--- src/pkg/lcd_ports_pkg.sv ---
// package: register map, reset values, modes and carriers for the ports
package lcd_ports_pkg;

  // register indices; byte address is four times the index
  localparam logic [15:0] IDX_EIGHT_DATA = 16'hFFDC;
  localparam logic [15:0] IDX_FOUR_DATA  = 16'hFFDD;
  localparam logic [15:0] IDX_INPUT_DATA = 16'hFFDE;
  localparam logic [15:0] IDX_EIGHT_DIR  = 16'hFFEC;
  localparam logic [15:0] IDX_FOUR_DIR   = 16'hFFED;

  localparam int          ADDR_W = 18;
  localparam int          DATA_W = 32;
  localparam int          REG_W  = 8;

  localparam logic [ADDR_W-1:0] ADDR_EIGHT_DATA = {IDX_EIGHT_DATA, 2'b00};
  localparam logic [ADDR_W-1:0] ADDR_FOUR_DATA  = {IDX_FOUR_DATA, 2'b00};
  localparam logic [ADDR_W-1:0] ADDR_INPUT_DATA = {IDX_INPUT_DATA, 2'b00};
  localparam logic [ADDR_W-1:0] ADDR_EIGHT_DIR  = {IDX_EIGHT_DIR, 2'b00};
  localparam logic [ADDR_W-1:0] ADDR_FOUR_DIR   = {IDX_FOUR_DIR, 2'b00};

  // widths and reset values
  localparam int          EIGHT_W         = 8;
  localparam int          FOUR_W          = 4;
  localparam int          INPUT_W         = 8;
  localparam int          ANALOG_PINS     = 4;
  localparam logic [7:0]  EIGHT_DATA_RST  = 8'h00;
  localparam logic [7:0]  EIGHT_DIR_RST   = 8'h00;
  localparam logic [7:0]  FOUR_DATA_RST   = 8'hF0;
  localparam logic [7:0]  FOUR_DIR_RST    = 8'hF0;
  localparam logic [7:0]  WO_READ_VALUE   = 8'hFF;
  localparam logic [3:0]  FOUR_UPPER_READ = 4'hF;
  localparam logic [3:0]  RESERVED_READ   = 4'h0;

  // operating mode as reported by the power controller
  typedef enum logic [2:0] {
    MODE_ACTIVE,
    MODE_SUBACTIVE,
    MODE_SLEEP,
    MODE_SUBSLEEP,
    MODE_WATCH,
    MODE_STANDBY
  } pmode_t;

  // how a bidirectional bank treats its pin drivers
  typedef struct packed {
    logic freeze;
    logic tristate;
  } bank_mode_t;

endpackage

--- src/hdl/gpio_bank.sv ---
// one bidirectional bank: direction, data latch, pin drivers, read view
`timescale 1ns/1ps
module gpio_bank
  import lcd_ports_pkg::*;
#(
  parameter int         W        = 8,
  parameter logic [W-1:0] DIR_RST  = '0,
  parameter logic [W-1:0] DATA_RST = '0
) (
  input  wire logic         mclk,
  input  wire logic         arst_n,
  input  wire logic         dirWe,
  input  wire logic         dataWe,
  input  wire logic [W-1:0] wdata,
  input  wire bank_mode_t   mode,
  input  wire logic [W-1:0] pinSync,
  output logic      [W-1:0] readView,
  output logic      [W-1:0] pinOut,
  output logic      [W-1:0] pinOe
);

  logic [W-1:0] dir;
  logic [W-1:0] data;

  // write-only direction and read/write data latch
  always_ff @(posedge mclk or negedge arst_n) begin
    if (!arst_n) begin
      dir  <= DIR_RST;
      data <= DATA_RST;
    end else begin
      if (dirWe) dir <= wdata;
      if (dataWe) data <= wdata;
    end
  end

  // drivers: off in standby, frozen in sleep-like modes
  always_ff @(posedge mclk or negedge arst_n) begin
    if (!arst_n) begin
      pinOut <= '0;
      pinOe  <= '0;
    end else if (mode.tristate) begin
      pinOe  <= '0;
    end else if (!mode.freeze) begin
      pinOut <= data;
      pinOe  <= dir;
    end
  end

  // outputs read the latch, inputs read the pin
  assign readView = (dir & data) | (~dir & pinSync);

endmodule

--- src/hdl/lcd_side_ports.sv ---
// apb register slave for the two display-side ports and the input port
`timescale 1ns/1ps

// Summary of operation
// - eight-pin direction bit one drives pin
// - eight-pin direction resets to all inputs
// - eight-pin direction is write-only, reads ones
// - eight-pin pins float in reset, standby
// - four-pin port has bits three..zero only
// - four-pin read: latch if output, pin otherwise
// - four-pin data resets upper ones, lower zero
// - four-pin direction bit one drives pin
// - four-pin direction resets to all inputs
// - four-pin direction is write-only, reads ones
// - four-pin pins float, hold or work per mode
// - input port: eight pins, never driven
// - input port reads live pin levels
// - analog-selected input pin reads zero
// - reduced variant: input bits three..zero reserved
// - eight-pin read: latch if output, pin otherwise
// - eight-pin data resets to zero
module lcd_side_ports
  import lcd_ports_pkg::*;
#(
  parameter bit REDUCED = 1'b0
) (
  input  wire logic                mclk,
  input  wire logic                arst_n,
  input  wire logic                psel,
  input  wire logic                penable,
  input  wire logic                pwrite,
  input  wire logic [ADDR_W-1:0]   paddr,
  input  wire logic [DATA_W-1:0]   pwdata,
  output logic      [DATA_W-1:0]   prdata,
  output logic                     pready,
  output logic                     pslverr,
  input  wire pmode_t              powerMode,
  input  wire logic                analogEnable,
  input  wire logic [3:0]          analogChannelSelect,
  input  wire logic [EIGHT_W-1:0]  eightPinIn,
  output logic      [EIGHT_W-1:0]  eightPinOut,
  output logic      [EIGHT_W-1:0]  eightPinOe,
  input  wire logic [FOUR_W-1:0]   fourPinIn,
  output logic      [FOUR_W-1:0]   fourPinOut,
  output logic      [FOUR_W-1:0]   fourPinOe,
  input  wire logic [INPUT_W-1:0]  inputPinIn
);

  ////////////////////////////////////////////////////////////////////////
  // declarations

  logic [EIGHT_W-1:0] eightSync;
  logic [FOUR_W-1:0]  fourSync;
  logic [INPUT_W-1:0] inputSync;
  logic [EIGHT_W-1:0] eightView;
  logic [FOUR_W-1:0]  fourView;
  logic [INPUT_W-1:0] inputView;
  logic [INPUT_W-1:0] analogMask;
  logic [REG_W-1:0]   regRead;
  bank_mode_t         eightMode;
  bank_mode_t         fourMode;
  logic               access;
  logic               commit;
  logic               wrCommit;
  logic               hitEightData;
  logic               hitFourData;
  logic               hitInputData;
  logic               hitEightDir;
  logic               hitFourDir;
  logic               hitAny;

  ////////////////////////////////////////////////////////////////////////
  // pin synchronisers

  // every pin input is foreign to mclk
  pin_sync #(.W(EIGHT_W)) eightSyncU (
    .mclk     (mclk),
    .arst_n   (arst_n),
    .pinAsync (eightPinIn),
    .pinSync  (eightSync)
  );

  pin_sync #(.W(FOUR_W)) fourSyncU (
    .mclk     (mclk),
    .arst_n   (arst_n),
    .pinAsync (fourPinIn),
    .pinSync  (fourSync)
  );

  pin_sync #(.W(INPUT_W)) inputSyncU (
    .mclk     (mclk),
    .arst_n   (arst_n),
    .pinAsync (inputPinIn),
    .pinSync  (inputSync)
  );

  ////////////////////////////////////////////////////////////////////////
  // bus decode

  // answer one cycle into the access phase, commit on that edge
  assign access       = psel & penable;
  assign commit       = access & pready;
  assign wrCommit     = commit & pwrite;
  assign hitEightData = (paddr == ADDR_EIGHT_DATA);
  assign hitFourData  = (paddr == ADDR_FOUR_DATA);
  assign hitInputData = (paddr == ADDR_INPUT_DATA);
  assign hitEightDir  = (paddr == ADDR_EIGHT_DIR);
  assign hitFourDir   = (paddr == ADDR_FOUR_DIR);
  assign hitAny       = hitEightData | hitFourData | hitInputData
                      | hitEightDir | hitFourDir;

  ////////////////////////////////////////////////////////////////////////
  // power modes to driver behaviour

  // eight-pin subsleep left open, so it holds like sleep
  assign eightMode.tristate = (powerMode == MODE_STANDBY);
  assign eightMode.freeze   = (powerMode == MODE_SLEEP)
                            | (powerMode == MODE_SUBSLEEP)
                            | (powerMode == MODE_WATCH);
  assign fourMode.tristate  = (powerMode == MODE_STANDBY);
  assign fourMode.freeze    = (powerMode == MODE_SLEEP)
                            | (powerMode == MODE_SUBSLEEP)
                            | (powerMode == MODE_WATCH);

  ////////////////////////////////////////////////////////////////////////
  // bidirectional banks

  gpio_bank #(
    .W        (EIGHT_W),
    .DIR_RST  (EIGHT_DIR_RST),
    .DATA_RST (EIGHT_DATA_RST)
  ) eightBank (
    .mclk     (mclk),
    .arst_n   (arst_n),
    .dirWe    (wrCommit & hitEightDir),
    .dataWe   (wrCommit & hitEightData),
    .wdata    (pwdata[EIGHT_W-1:0]),
    .mode     (eightMode),
    .pinSync  (eightSync),
    .readView (eightView),
    .pinOut   (eightPinOut),
    .pinOe    (eightPinOe)
  );

  // only the low nibble exists; upper bits are never stored
  gpio_bank #(
    .W        (FOUR_W),
    .DIR_RST  (FOUR_DIR_RST[FOUR_W-1:0]),
    .DATA_RST (FOUR_DATA_RST[FOUR_W-1:0])
  ) fourBank (
    .mclk     (mclk),
    .arst_n   (arst_n),
    .dirWe    (wrCommit & hitFourDir),
    .dataWe   (wrCommit & hitFourData),
    .wdata    (pwdata[FOUR_W-1:0]),
    .mode     (fourMode),
    .pinSync  (fourSync),
    .readView (fourView),
    .pinOut   (fourPinOut),
    .pinOe    (fourPinOe)
  );

  ////////////////////////////////////////////////////////////////////////
  // input-only port view

  // channel codes below four pick the shared analog pins
  genvar gi;
  generate
    for (gi = 0; gi < INPUT_W; gi++) begin : gMask
      if (gi < ANALOG_PINS) begin : gAn
        assign analogMask[gi] = analogEnable
          & (analogChannelSelect == 4'(gi));
      end else begin : gDig
        assign analogMask[gi] = 1'b0;
      end
    end
  endgenerate

  // live levels, analog channel forced low, reserved nibble zero
  assign inputView = REDUCED
    ? {inputSync[INPUT_W-1:ANALOG_PINS], RESERVED_READ}
    : (inputSync & ~analogMask);

  ////////////////////////////////////////////////////////////////////////
  // read mux

  // write-only registers hide their contents behind all ones
  assign regRead = hitEightData ? eightView
    : hitFourData  ? {FOUR_UPPER_READ, fourView}
    : hitInputData ? inputView
    : hitEightDir  ? WO_READ_VALUE
    : hitFourDir   ? WO_READ_VALUE
    : '0;

  ////////////////////////////////////////////////////////////////////////
  // apb answer

  // one wait state keeps the read path fully registered
  always_ff @(posedge mclk or negedge arst_n) begin
    if (!arst_n) begin
      pready  <= 1'b0;
      pslverr <= 1'b0;
      prdata  <= '0;
    end else begin
      pready  <= access & ~pready;
      pslverr <= access & ~pready & ~hitAny;
      if (access & ~pready) begin
        prdata <= pwrite ? '0 : {{(DATA_W-REG_W){1'b0}}, regRead};
      end
    end
  end

  // helper: has software written the eight-pin direction yet
  logic dirEightWritten;
  always_ff @(posedge mclk or negedge arst_n) begin
    if (!arst_n) begin
      dirEightWritten <= 1'b0;
    end else if (wrCommit & hitEightDir) begin
      dirEightWritten <= 1'b1;
    end
  end
endmodule

--- src/hdl/pin_sync.sv ---
// two-stage synchroniser for a group of asynchronous pin inputs
`timescale 1ns/1ps
module pin_sync
  import lcd_ports_pkg::*;
#(
  parameter int W = 8
) (
  input  wire logic         mclk,
  input  wire logic         arst_n,
  input  wire logic [W-1:0] pinAsync,
  output logic      [W-1:0] pinSync
);

  logic [W-1:0] stage1;

  // first stage feeds only the second stage
  always_ff @(posedge mclk or negedge arst_n) begin
    if (!arst_n) begin
      stage1  <= '0;
      pinSync <= '0;
    end else begin
      stage1  <= pinAsync;
      pinSync <= stage1;
    end
  end

endmodule

--- config.mk ---
export PLATFORM = sky130hd
export DESIGN_NAME = lcd_side_ports
export DESIGN_NICKNAME = d
export VERILOG_FILES = /design/src/pkg/lcd_ports_pkg.sv /design/src/hdl/gpio_bank.sv /design/src/hdl/lcd_side_ports.sv /design/src/hdl/pin_sync.sv
export SDC_FILE = /design/constraint.sdc
export NUM_CORES = 1
export LEC_CHECK = 0
export ABC_AREA = 1
export BUFFER_PORTS_ARGS = -buffer_cell sky130_fd_sc_hd__clkbuf_2
export CAP_MARGIN = 10
export CORE_MARGIN = 1
export CORE_UTILIZATION = 40
export DETAILED_ROUTE_END_ITERATION = 10
export GPL_ROUTABILITY_DRIVEN = 0
export MAX_ROUTING_LAYER = met4
export PLACE_DENSITY = 0.69
export REMOVE_ABC_BUFFERS = 1
export SLEW_MARGIN = 10
export SYNTH_ARGS = -nofsm -noshare
export SYNTH_HDL_FRONTEND = slang
export SYNTH_SLANG_ARGS = --single-unit
--- constraint.sdc ---
create_clock -name mclk -period 2.55 [get_ports mclk]
set_input_delay 0.1275 -clock mclk [delete_from_list [all_inputs] [get_ports mclk]]
set_output_delay 0.1275 -clock mclk [all_outputs]
set_load 0.02 [all_outputs]
==> flow_metrics.env <==
export IMPL_yosys_area_share_simple_pct=17.0
export IMPL_num_io_pins=141
export IMPL_met1_length_um=3690
export IMPL_synth_cell_area_mm2=0.00412
export IMPL_cp_arrival_ns=1.64
export IMPL_area_growth_syn_to_layout_pct=22.0
export IMPL_timing_rr_start="pready"
export IMPL_wl_met2_um=3980
export IMPL_n_fill_cell=881
export IMPL_switching_share_pct=24.7
export IMPL_ys_types=26
export IMPL_synth_area_per_cell_um2=10.1
export IMPL_layout_commonest_cell="nand2_1"
export IMPL_synth_seq_cells=98
export IMPL_antenna_cells=0
export IMPL_dp_cells=625
export IMPL_wl_met3_um=415
export IMPL_clock_path_buffers=2
export IMPL_p_comb_share_pct=8.1
export IMPL_holdBufCountCts=21
export IMPL_initial_core_util_pct=41.8
export IMPL_holdWs_ns=0.0164
export IMPL_top_layer="met4"
export IMPL_die_h_um=103
export IMPL_regArea_mm2=0.00245
export IMPL_post_place_ws_ns=1.15
export IMPL_insertion_delay_ns=0.35
export IMPL_synthFlopType="dfrtp_1"
export IMPL_numPortBuffers=92
export IMPL_dpl_cell_area_mm2=0.00462
export IMPL_rsz0062_at_grt="no"
export IMPL_fin_nets=607
export IMPL_synthXorXnorAreaFrac_pct=0.395
export IMPL_crit_path_max_fanout=10
export IMPL_grt_pass1_wl_um=13400
export IMPL_drive_gt1_share_pct=28.2
export IMPL_final_setup_skew_ns=0.00951
export IMPL_final_setup_tns_ns=0
export IMPL_drc=0
export IMPL_stdcell_count=662
export IMPL_switchingPower_mw=0.695
export IMPL_postLayoutCellArea_mm2=0.00503
export IMPL_max_cap_violations=0
export IMPL_dieArea_mm2=0.0107
export IMPL_yosysSeqAreaShare_pct=59.5
export IMPL_route_vias_total=2952
export IMPL_crit_path_end_kind="flip-flop"
export IMPL_ant_nets=0
export IMPL_p_int_mw=2.12
export IMPL_grt_use_total_pct=17.4
export IMPL_period_share_pct=53.0
export IMPL_synthMuxAreaShare_pct=0
export IMPL_worst_slew_pin_slew_ns=0.574
export IMPL_cts_repair_resized=0
export IMPL_synth_compound_area_share_pct=11.4
export IMPL_required_ns=2.84
export IMPL_start_kind="flip-flop"
export IMPL_fmax_mhz=740
export IMPL_totalWireLength_um=8200
export IMPL_synth_edf_count=0
export IMPL_grt_max_degree=55
export IMPL_htree_levels=3
export IMPL_numClockSinks=98
export IMPL_synthAdderAreaFrac_pct=0
export IMPL_std_cell_rows=36
export IMPL_utilization_pct=51.0
export IMPL_finalHoldViolations=0
export IMPL_async_reset_ff_share_pct=100
export IMPL_cts_tree="done"
export IMPL_powerDensity_mw_per_mm2=560
export IMPL_hold_path_class="input pin to flip-flop"
export IMPL_grt_pass1_vias=2891
export IMPL_power_frac_clock_pct=35.3
export IMPL_firstDrtPassIters=5
export IMPL_fin_ws_ns=1.20
export IMPL_irDropWorstVdd_mv=0.307
export IMPL_avgViaCountPerCell=4.46
export IMPL_cp_startpoint="pready"
export IMPL_p_leak_nw=2.57
export IMPL_finalPower_mw=2.82
export IMPL_antenna_found_initial=0
export IMPL_layout_common_cells="nand2_1 (99), dfrtp_1 (98), clkbuf_2 (91)"
export IMPL_drtIter0Drc=114
export IMPL_outcome="finished clean"
export IMPL_postCtsSetupBuffers=0
export IMPL_cts_root_buf="clkbuf_8"
export IMPL_worstSetupPathType="flip-flop to flip-flop"
export IMPL_syn_inst=406
export IMPL_min_period_ns=1.35
export IMPL_numCtsBuffers=9
export IMPL_multi_input_area_mm2=0.00128
export IMPL_die_w_um=103
export IMPL_relSlewSlack_pct=61.7
export IMPL_core_area_mm2=0.00986
export IMPL_wl_per_cell_um=12.4
export IMPL_grt_overflow_total=0
export IMPL_min_from="pwdata[5]"
export IMPL_clk_pin_slew_worst_paths_ns=0.10
export IMPL_p_seq_share_pct=56.6
export IMPL_dp_final_hpwl_um=5910
export IMPL_setup_violations_final=0
export IMPL_yosysWarnings=0
export IMPL_synth_top_family_by_area="simple AND/OR/NAND/NOR gates"
export IMPL_slew_violations=0
==> area by class of cell <==
type | count | share of cell area (%)
Sequential cell | 98 | 48.8
Multi-Input combinational cell | 238 | 25.4
Timing Repair Buffer | 116 | 14.1
Inverter | 61 | 4.56
Tap cell | 133 | 3.31
Clock buffer | 10 | 2.54
Clock inverter | 6 | 1.29
==> sequential cells by signal (all words and copies together) (netlist names) <==
name,count
eightBank.data,8
eightBank.dir,8
eightBank.pinOe,8
eightBank.pinOut,8
eightSyncU.pinSync,8
eightSyncU.stage1,8
inputSyncU.pinSync,8
inputSyncU.stage1,8
prdata,8
fourBank.data,4
fourBank.dir,4
fourBank.pinOe,4
fourBank.pinOut,4
fourSyncU.pinSync,4
fourSyncU.stage1,4
pready,1
pslverr,1
==> power groups by stage <==
stage	sequential, mW	combinational, mW	clock [mW]
detailed placement	1.63	0.207	0
floorplan	1.63	0.0941	0
CTS	1.60	0.233	1.01
global route	1.60	0.260	1.08
global placement	1.63	0.204	0
finish	1.59	0.228	0.993
==> synth_stat cells, types with 2 or more instances <==
library cell | n | area, µm²
nand3_4 | 2 | 35.0
inv_1 | 60 | 225
buf_6 | 4 | 45.0
nand2_2 | 3 | 18.8
nor2_8 | 2 | 40.0
buf_2 | 3 | 15.0
buf_4 | 25 | 188
nand2_1 | 99 | 372
nor2_4 | 2 | 22.5
nor2_2 | 6 | 37.5
nor2_1 | 5 | 18.8
o21ai_1 | 16 | 80.1
o22ai_1 | 2 | 12.5
o2111ai_1 | 4 | 35.0
o22ai_2 | 10 | 125
o21ai_2 | 8 | 70.1
nand4_1 | 5 | 31.3
nand3_1 | 18 | 90.1
o21ai_0 | 26 | 130
dfrtp_1 | 98 | 2450
nand3_2 | 3 | 30.0
==> worst max-delay path, cell delays in order (launching register included) <==
cell	delay, ns
dfrtp_1	0.40
nor2_1	0.17
inv_2	0.12
nor2_2	0.29
nand2_1	0.11
inv_1	0.07
o21ai_1	0.06
nand2_1	0.05
==> layer usage <==
| layer | GRT usage (%) | vias up |
|---|---|---|
| met4 | 5.85 | 0 |
| met3 | 4.10 | 13 |
| met1 | 21.5 | 1366 |
| met5 | - | - |
| met2 | 28.2 | 107 |
| li1 | - | 1466 |
==> path summary, 6_finish.rpt <==
path	end	slack, ns	cells after the start
worst max-delay path	prdata[1]	1.20	7
worst min-delay path	eightBank.dir[5]	0.02	3
worst max register to register	prdata[1]	1.20	7
worst min register to register	eightSyncU.pinSync[7]	0.36	0
max in group asynchronous	eightSyncU.stage1[0]	1.56	3
min in group asynchronous	eightSyncU.pinSync[1]	0.29	2
==> cell families after synthesis <==
family	count (synthesis)
xor+xnor	1
other cells	1
buf+inv	93
compound gates	67
flops	98
simple gates	146
(Power assumes the default switching activity.)
